===== config.mk =====
export PLATFORM = sky130hd
export DESIGN_NAME = boot_section_self_program_map
export DESIGN_NICKNAME = d
export VERILOG_FILES = /design/src/verilog/boot_map_pkg.sv /design/src/verilog/boot_section_self_program_map.sv
export SDC_FILE = /design/constraint.sdc
export NUM_CORES = 1
export LEC_CHECK = 0
export BUFFER_PORTS_ARGS = -buffer_cell sky130_fd_sc_hd__buf_2
export CORE_ASPECT_RATIO = 0.6
export CORE_UTILIZATION = 51
export DETAILED_ROUTE_END_ITERATION = 7
export PLACE_DENSITY = 0.79
export SETUP_SLACK_MARGIN = 0.02
export SYNTH_ARGS = -nofsm -noshare
export SYNTH_HDL_FRONTEND = slang
export SYNTH_SLANG_ARGS = --single-unit

===== constraint.sdc =====
create_clock -name mclk_i -period 2.1 [get_ports mclk_i]
set_input_delay 0.63 -clock mclk_i [delete_from_list [all_inputs] [get_ports mclk_i]]
set_output_delay 0.63 -clock mclk_i [all_outputs]
set_load 0.02 [all_outputs]

===== src/verilog/boot_map_pkg.sv =====
// constants for the boot section and self-program map
package boot_map_pkg;
  // ----------------------------------------
  // variants and boot size codes
  // ----------------------------------------
  localparam logic VARIANT_8K = 1'b0;
  localparam logic VARIANT_16K = 1'b1;
  localparam logic [1:0] BOOT_SZ_128 = 2'h3;
  localparam logic [1:0] BOOT_SZ_256 = 2'h2;
  localparam logic [1:0] BOOT_SZ_512 = 2'h1;
  localparam logic [1:0] BOOT_SZ_1024 = 2'h0;
  // ----------------------------------------
  // word address limits
  // ----------------------------------------
  localparam int WADDR_W = 13;
  localparam logic [12:0] BOOT8_START_128 = 13'h0F80;
  localparam logic [12:0] BOOT8_START_256 = 13'h0F00;
  localparam logic [12:0] BOOT8_START_512 = 13'h0E00;
  localparam logic [12:0] BOOT8_START_1024 = 13'h0C00;
  localparam logic [12:0] BOOT16_START_128 = 13'h1F80;
  localparam logic [12:0] BOOT16_START_256 = 13'h1F00;
  localparam logic [12:0] BOOT16_START_512 = 13'h1E00;
  localparam logic [12:0] BOOT16_START_1024 = 13'h1C00;
  localparam logic [12:0] FLASH8_END = 13'h0FFF;
  localparam logic [12:0] FLASH16_END = 13'h1FFF;
  localparam logic [12:0] CONC8_END = 13'h0BFF;
  localparam logic [12:0] CONC16_END = 13'h1BFF;
  localparam logic [7:0] CONC8_PAGES = 8'h60;
  localparam logic [7:0] CONC16_PAGES = 8'h70;
  // ----------------------------------------
  // pointer field positions
  // ----------------------------------------
  localparam int PTR8_PAGE_LO = 6;
  localparam int PTR16_PAGE_LO = 7;
  localparam logic [5:0] WORD8_MASK = 6'h1F;
  localparam logic [5:0] WORD16_MASK = 6'h3F;
  // ----------------------------------------
  // operation timing
  // ----------------------------------------
  localparam int CLK_MHZ = 100;
  localparam int PROG_MIN_US = 3700;
  localparam int PROG_MAX_US = 4500;
  localparam int PROG_CYCLES = PROG_MIN_US * CLK_MHZ;
  localparam int PROG_CNT_W = 20;
  // ----------------------------------------
  // command kinds and sequencer states
  // ----------------------------------------
  typedef enum logic [1:0]
  {
    CMD_FILL = 2'b00,
    CMD_ERASE = 2'b01,
    CMD_WRITE = 2'b10,
    CMD_REENABLE = 2'b11
  } spm_cmd_t;
  typedef enum logic [1:0]
  {
    ST_IDLE = 2'b00,
    ST_BUSY = 2'b01,
    ST_DONE = 2'b10
  } spm_state_t;
endpackage : boot_map_pkg


===== src/verilog/boot_section_self_program_map.sv =====
// boot section decode and store-program sequencer
// Operation
// - 8K boot size selects boot start
// - 16K boot size selects boot start
// - 8K concurrent section below 0xC00
// - 16K concurrent section below 0x1C00
// - 8K page bits 12:6, word 5:1
// - 16K page bits 13:7, word 6:1
// - counter bit n maps pointer bit n+1
// - busy flag until re-enable command
// - enable bit clears on completion
// - eeprom write blocks flash programming
// - flash operations timed 3.7 ms (PROG_MIN_US at 100 MHz)
`timescale 1ns/1ps
module boot_section_self_program_map
#(
  parameter int PROG_CYCLES_P = boot_map_pkg::PROG_CYCLES
)
(
  input wire logic mclk_i,
  input wire logic rst_b_i,
  input wire logic variant_16k_i,
  input wire logic boot_size_sel_hi_i,
  input wire logic boot_size_sel_lo_i,
  input wire logic [15:0] pointer_i,
  input wire logic spm_issue_i,
  input wire boot_map_pkg::spm_cmd_t spm_cmd_i,
  input wire logic eeprom_program_enable_i,
  output logic [12:0] boot_start_o,
  output logic [12:0] app_end_o,
  output logic [6:0] page_select_field_o,
  output logic [5:0] word_in_page_field_o,
  output logic byte_select_o,
  output logic in_boot_o,
  output logic in_concurrent_o,
  output logic self_program_enable_o,
  output logic concurrent_section_busy_o,
  output logic fuse_read_blocked_o,
  output logic flash_program_o
);
  import boot_map_pkg::*;

  // ----------------------------------------
  // address decode
  // ----------------------------------------
  function automatic logic [12:0] boot_start_f(input logic v16, input logic [1:0] sz);
    logic [12:0] s;
    s = v16 ? BOOT16_START_1024 : BOOT8_START_1024;
    case (sz)
      BOOT_SZ_128: s = v16 ? BOOT16_START_128 : BOOT8_START_128;
      BOOT_SZ_256: s = v16 ? BOOT16_START_256 : BOOT8_START_256;
      BOOT_SZ_512: s = v16 ? BOOT16_START_512 : BOOT8_START_512;
      default: s = v16 ? BOOT16_START_1024 : BOOT8_START_1024;
    endcase
    return s;
  endfunction : boot_start_f

  logic [12:0] boot_start_reg, boot_start_next, app_end_reg, app_end_next;
  logic [6:0] page_reg, page_next;
  logic [5:0] word_reg, word_next;
  logic byte_reg, byte_next, in_boot_reg, in_boot_next, in_conc_reg, in_conc_next;
  logic [12:0] waddr;

  always_comb
  begin
    boot_start_next = boot_start_f(variant_16k_i, {boot_size_sel_hi_i, boot_size_sel_lo_i});
    app_end_next = boot_start_next - 13'h0001;
    // word address is pointer shifted by one
    waddr = variant_16k_i ? pointer_i[13:1] : {1'b0, pointer_i[12:1]};
    if (variant_16k_i)
    begin
      page_next = pointer_i[13:PTR16_PAGE_LO];
      word_next = pointer_i[6:1] & WORD16_MASK;
    end
    else
    begin
      page_next = pointer_i[12:PTR8_PAGE_LO];
      word_next = {1'b0, pointer_i[5:1]} & WORD8_MASK;
    end
    // low pointer bit picks the byte
    byte_next = pointer_i[0];
    in_boot_next = (waddr >= boot_start_next);
    // fixed concurrent limit, boot size independent
    in_conc_next = variant_16k_i ? (waddr <= CONC16_END) : (waddr <= CONC8_END);
  end

  // ----------------------------------------
  // store-program sequencer
  // ----------------------------------------
  spm_state_t state_reg, state_next;
  logic [PROG_CNT_W-1:0] cnt_reg, cnt_next;
  logic spe_reg, spe_next, busy_reg, busy_next, blk_reg, blk_next, prog_reg, prog_next;
  logic ee_meta_reg, ee_sync_reg;
  logic accept;

  always_comb
  begin
    state_next = state_reg;
    cnt_next = cnt_reg;
    spe_next = spe_reg;
    busy_next = busy_reg;
    prog_next = 1'b0;
    // eeprom write blocks flash and fuse reads
    blk_next = ee_sync_reg;
    accept = spm_issue_i && (state_reg == ST_IDLE) && !ee_sync_reg;
    case (state_reg)
      ST_IDLE:
      begin
        if (accept)
        begin
          spe_next = 1'b1;
          if (spm_cmd_i == CMD_ERASE || spm_cmd_i == CMD_WRITE)
          begin
            cnt_next = PROG_CNT_W'(PROG_CYCLES_P - 1);
            busy_next = 1'b1;
            prog_next = 1'b1;
            state_next = ST_BUSY;
          end
          else
          begin
            if (spm_cmd_i == CMD_REENABLE)
            begin
              busy_next = 1'b0;
            end
            state_next = ST_DONE;
          end
        end
      end
      ST_BUSY:
      begin
        prog_next = 1'b1;
        if (cnt_reg == '0)
        begin
          prog_next = 1'b0;
          state_next = ST_DONE;
        end
        else
        begin
          cnt_next = cnt_reg - PROG_CNT_W'(1);
        end
      end
      ST_DONE:
      begin
        spe_next = 1'b0;
        state_next = ST_IDLE;
      end
      default: state_next = ST_IDLE;
    endcase
  end

  always_ff @(posedge mclk_i or negedge rst_b_i)
  begin
    if (!rst_b_i)
    begin
      boot_start_reg <= BOOT8_START_1024;
      app_end_reg <= CONC8_END;
      page_reg <= '0;
      word_reg <= '0;
      byte_reg <= 1'b0;
      in_boot_reg <= 1'b0;
      in_conc_reg <= 1'b0;
      state_reg <= ST_IDLE;
      cnt_reg <= '0;
      spe_reg <= 1'b0;
      busy_reg <= 1'b0;
      blk_reg <= 1'b0;
      prog_reg <= 1'b0;
      ee_meta_reg <= 1'b0;
      ee_sync_reg <= 1'b0;
    end
    else
    begin
      boot_start_reg <= boot_start_next;
      app_end_reg <= app_end_next;
      page_reg <= page_next;
      word_reg <= word_next;
      byte_reg <= byte_next;
      in_boot_reg <= in_boot_next;
      in_conc_reg <= in_conc_next;
      state_reg <= state_next;
      cnt_reg <= cnt_next;
      spe_reg <= spe_next;
      busy_reg <= busy_next;
      blk_reg <= blk_next;
      prog_reg <= prog_next;
      ee_meta_reg <= eeprom_program_enable_i;
      ee_sync_reg <= ee_meta_reg;
    end
  end

  assign boot_start_o = boot_start_reg;
  assign app_end_o = app_end_reg;
  assign page_select_field_o = page_reg;
  assign word_in_page_field_o = word_reg;
  assign byte_select_o = byte_reg;
  assign in_boot_o = in_boot_reg;
  assign in_concurrent_o = in_conc_reg;
  assign self_program_enable_o = spe_reg;
  assign concurrent_section_busy_o = busy_reg;
  assign fuse_read_blocked_o = blk_reg;
  assign flash_program_o = prog_reg;
endmodule : boot_section_self_program_map


* Word level (Yosys, flattened, before mapping)
Cells that the tools add are included.
** Word-level totals
- Register bits :: 70
- Input port bits :: 25
- Output and inout bits :: 46
- Word-level logic and storage cells :: 70
** Cells by class
- Add/subtract/negate cells :: 2
- $lt $le $gt $ge :: 3
- Eq/ne operators :: 12
- Multiplexer cells :: 25
- Reductions and logical operators :: 13
** Operator list (count)
- $mux W13 :: 5
- $mux W20 :: 3
- $pmux W20 S2 :: 1
- $pmux W13 S3 :: 1
- $logic_not A20 Y1 :: 1
- $sub A20 B1 Y20 const B :: 1
- $ge A13 B13 Y1 :: 1
- $le A13 B12 Y1 const B :: 1
- $le A13 B13 Y1 const B :: 1
- $sub A13 B1 Y13 const B :: 1
- $eq A2 B2 Y1 const B :: 5
- $mux W1 :: 7
- $mux W7 :: 1
- $eq A2 B1 Y1 const B :: 3
- $mux W2 :: 3
- $mux W6 :: 1
- $ne A2 B2 Y1 const B :: 3
- $reduce_bool A2 Y1 :: 3
- $pmux W1 S2 :: 2
- $pmux W2 S2 :: 1
- $reduce_and A2 Y1 :: 2
- $reduce_and A4 Y1 :: 1
- $reduce_and A3 Y1 :: 1
- $logic_and A1 B1 Y1 :: 2
- 4 further kinds :: 4

* Logic depth before layout (Yosys ltp)
- Depth in word-level cells :: 5
- Mapped depth :: 8
- Depth with buffers taken out :: 8

* Worst setup path after synthesis
Ideal clock, no wire load.
- Path type :: in2reg
- Start point :: in boot_size_sel_lo_i
- End point :: reg in_boot_reg (netlist: in_boot_o)
- Library setup time :: 72 ps
- Arrival time :: 1949 ps
- Data required time :: 2028 ps
- Path slack :: 79 ps
- Stages on the path :: 8
- Buffers on the path :: 0
- Cell sequence :: nand2_1 -> inv_1 -> ha_1 -> or4b_2 -> o21ai_0 -> a21o_1 -> a21oi_1 -> nor2_1
** On the way
- Cells in the longest elaborated chain, start to end :: 3
- Elaborated cells on any way between the ends :: 5
- Classes of those cells :: order compare (1); eq/ne (3); mux (1)
** Ends and longest elaborated chain
- start: declaration :: line boot_section_self_program_map.sv:24 : input wire logic boot_size_sel_lo_i,
- $eq A2 B1 Y1 / $eq A2 B2 Y1 (equally long branches) :: line boot_section_self_program_map.sv:49 : case (sz)
- $pmux W13 S3 (*) :: line boot_section_self_program_map.sv:49
- named net boot_start_next[7] :: line boot_section_self_program_map.sv:58 : logic [12:0] boot_start_reg, boot_start_next, app_end_reg, app_end_next;
- $ge A13 B13 Y1 (*) :: line boot_section_self_program_map.sv:82 : in_boot_next = (waddr >= boot_start_next);
- named net in_boot_next :: line boot_section_self_program_map.sv:61 : logic byte_reg, byte_next, in_boot_reg, in_boot_next, in_conc_reg, in_conc_next;
- end signal: assignment :: line boot_section_self_program_map.sv:178 : in_boot_reg <= in_boot_next;
- end: declaration :: line boot_section_self_program_map.sv:61
Mark *: on every way through the listed nets, which the timed path passes. The rest lies on a longest branch.
A chain may end at the register's enable or synchronous reset.

* Final worst setup path
- Start point :: in boot_size_sel_hi_i
- End point :: reg in_boot_reg (netlist: in_boot_o)
** On the way
- Cells in the longest elaborated chain, start to end :: 3
- Elaborated cells on any way between the ends :: 5
- Classes of those cells :: order compare (1); eq/ne (3); mux (1)
** Ends and longest elaborated chain
- start: declaration :: line boot_section_self_program_map.sv:23 : input wire logic boot_size_sel_hi_i,
- $eq A2 B1 Y1 / $eq A2 B2 Y1 (equally long branches) :: line boot_section_self_program_map.sv:49
- $pmux W13 S3 (*) :: line boot_section_self_program_map.sv:49
- named net boot_start_next[7] :: line boot_section_self_program_map.sv:58
- $ge A13 B13 Y1 (*) :: line boot_section_self_program_map.sv:82
- named net in_boot_next :: line boot_section_self_program_map.sv:61
Marked as above.

==> qor.txt <==
Outcome = complete, no violations
Setup violators final = 0
Area contributors post-synth = dfrtp_1 49%, buf_4 5.9%, xnor2_1 3.6%
Die ar. = 0.00505 sq mm
Sequential fraction of the synthesis area = 52.7%
Hpwl dp = 3660 um
Core Rows = 19
Crit path max fanout = 5
CTS tree = yes
Ys async rst share = 100%
Post-synth top cells = 48 x dfrtp_1, 19 x buf_4, 19 x nand2_1, 13 x nor2_1
RSZ-0062 raised after global routing = yes
Slew Limit Fails = 0
Minimum clock period = 2.01 ns
GRT Util Overall = 21.3%
Core box area = 0.00456 sq mm
Post-cts hold buffer count = 0
First-pass GRT wire length = 8280 um
DP Cell Count = 329
Maxcap violations = 0
Antenna Violating Nets Remaining = 0
Pre-antenna DRT Iters = 4
Worst skew pair latency = 0.31 ns
Area delta synth->final = 15.9%
# DRC = 0
Ys flop type = dfrtp_1
Slowest stage cell, crit path = or4b_2
Syn Area/Cell = 11.2 sq um
Max reg flops = 20
Longest Clk Path Bufs = 2
DR vias/cell = 5.07
Chip Width = 91.1 um
Total congestion overflow = 0
Clock root buffer = clkbuf_8
CTS sink cnt = 51
IO Pins = 71
Final Routed Wirelength = 4980 um
H-tree Lvls = 2
Vias in the first global route = 1668
Hold Vio Cnt, Final = 0
Synthesized flop and latch total = 51
IO Port Bufs = 51
Initial antenna violation count = 0
Dpl cell area = 0.00271 sq mm
CTS buffer count = 5
Synth top area share = 49.5%
CP required = 2.34 ns
Ys Warns = 0
Crit path cell chain = buf_2, nand2_1, inv_1, ha_1, or4b_2, o21ai_2, a21o_1, a21oi_1, nor2_1
Post-Synthesis Cells = 217
Total design power = 2.47 mW
Worst path buffer plus inverter count = 2
Count leader, synth = dfrtp_1
Largest net degree at the start of global routing = 52
Fin crit share = 95.7%
Cell area after synthesis = 0.00243 sq mm
Top delay family on crit path = simple AND/OR/NAND/NOR gates
DR vias = 1708
Routability cong. = 0.930
CP peak stage delay = 0.61 ns
Slew margin rel. = 61.7%
EDFF count, synth = 0
Leakage = 1.28 nW
Setup crit start kind = input pin
Setup Skew = 0.00746 ns
Routed wire per std cell = 14.8 um
Total power per unit cell area = 879 mW/mm^2
Critical path startpoint = boot_size_sel_hi_i
Initial Util = 53.2%
Setup repair bufs after CTS = 0
Hold/Removal Path Class = in2async
Design area = 0.00281 sq mm
# nets final = 304
VDD IR-drop max = 0.000433 V
Crit path DAT = 2.25 ns
Antenna cells = 0
Worst r2r src = cnt_reg[14]$_DFFE_PN0P_
CP Capture Type = flip-flop
Die Height = 55.5 um
Final std cells w/o fill = 337
Clock-pin transition on the worst setup and hold timing paths = 0.09 ns
Setup Crit Path Kind = in2reg
F_max = 498 MHz
Post-synth top area cell = dfrtp_1
Share of cells above drive strength 1 = 32.8%
Setup TNS = 0 ns
Initial DRC Count = 98
Library cells used by synthesis = 44
Worst-Margin Slew = 0.571 ns
## stage by stage
step                      worst slack [ns]  hold slack, ns  util, %
after global routing               0.00844           0.308     61.7
final                               0.0903           0.284     61.7
after detailed placement            -0.318           0.340     59.5
after CTS                           0.0769           0.305     61.6
after floorplan                     0.0789           0.331        -
after global placement              -0.182           0.336     59.5
## worst paths after layout
kind	end	slack [ns]	depth (start not counted)
worst max-delay path	in_boot_o$_DFF_PN0_	0.09	9
worst min-delay path	cnt_reg[14]$_DFFE_PN0P_	0.28	2
worst max register to register	cnt_reg[3]$_DFFE_PN0P_	0.09	5
worst min register to register	blk_next$_DFF_PN0_	0.36	0
max in group asynchronous	app_end_o[9]$_DFF_PN1_	1.52	2
min in group mclk_i	blk_next$_DFF_PN0_	0.36	0
## placed cells by master (no fill, tap or decap), drive strengths merged, types with 2 or more instances in the layout
cell / instances
mux2: 7
dfrtp: 48
o21ai: 4
nand2: 19
nand4: 6
conb: 17
ha: 6
nand3: 5
and2: 3
nor4: 5
or4: 3
or3: 4
dfstp: 3
mux2i: 2
nor3: 7
or2: 2
buf: 60
nand2b: 3
inv: 12
xor2: 4
xnor2: 10
nor2: 13
a2111oi: 4
a31oi: 2
a211oi: 4
clkbuf: 5
a21oi: 6
## cell type report
cell class,count,area (sq um)
multi-input cells,145,986
repair buffers,60,335
flip-flops and latches,51,1280
well taps,63,78.8
clock inverters,3,27.5
inverters,10,37.5
clock buffers,5,68.8
fillers,377,1750
## worst reg2reg max path: stages (launching register included)
cell,delay [ns]
dfrtp_1,0.41
or4_4,0.58
or3_1,0.41
o21ai_1,0.23
xor2_1,0.17
nand2_1,0.07
## logic make-up (layout without fill, tap and decap cells)
kind of cell	count (synthesis)	in the layout	synth area share (%)
compound gates	23	23	7.62
xor+xnor	14	14	5.05
fa+ha+maj	6	6	3.09
buf+inv	36	78	9.17
flops	51	51	52.7
mux	9	9	4.07
other cells	2	17	0.309
simple gates	76	76	18.0
## report_power, final
group / leakage (nW) / internal [mW] / switching, mW / total, mW
combinational: 0.646 / 0.225 / 0.381 / 0.606
sequential: 0.589 / 1.13 / 0.150 / 1.28
clock: 0.0467 / 0.247 / 0.343 / 0.590
total: 1.28 / 1.60 / 0.874 / 2.47
## routing by layer
metal	routed length [um]	track usage [%]	vias to the layer above
met3	312	5.10	4
li1	-	-	824
met1	2400	31.7	824
met2	2240	31.9	56
met5	0	0	-
met4	31	4.08	0
## what timing repair did
| item | 4_1_cts | 5_1_grt |
|---|---|---|
| pin swaps | 0 | 1 |
| gates resized for setup | 1 | 1 |
| setup endpoints to repair | 1 | 2 |
Power figures use the tool's default switching activity.
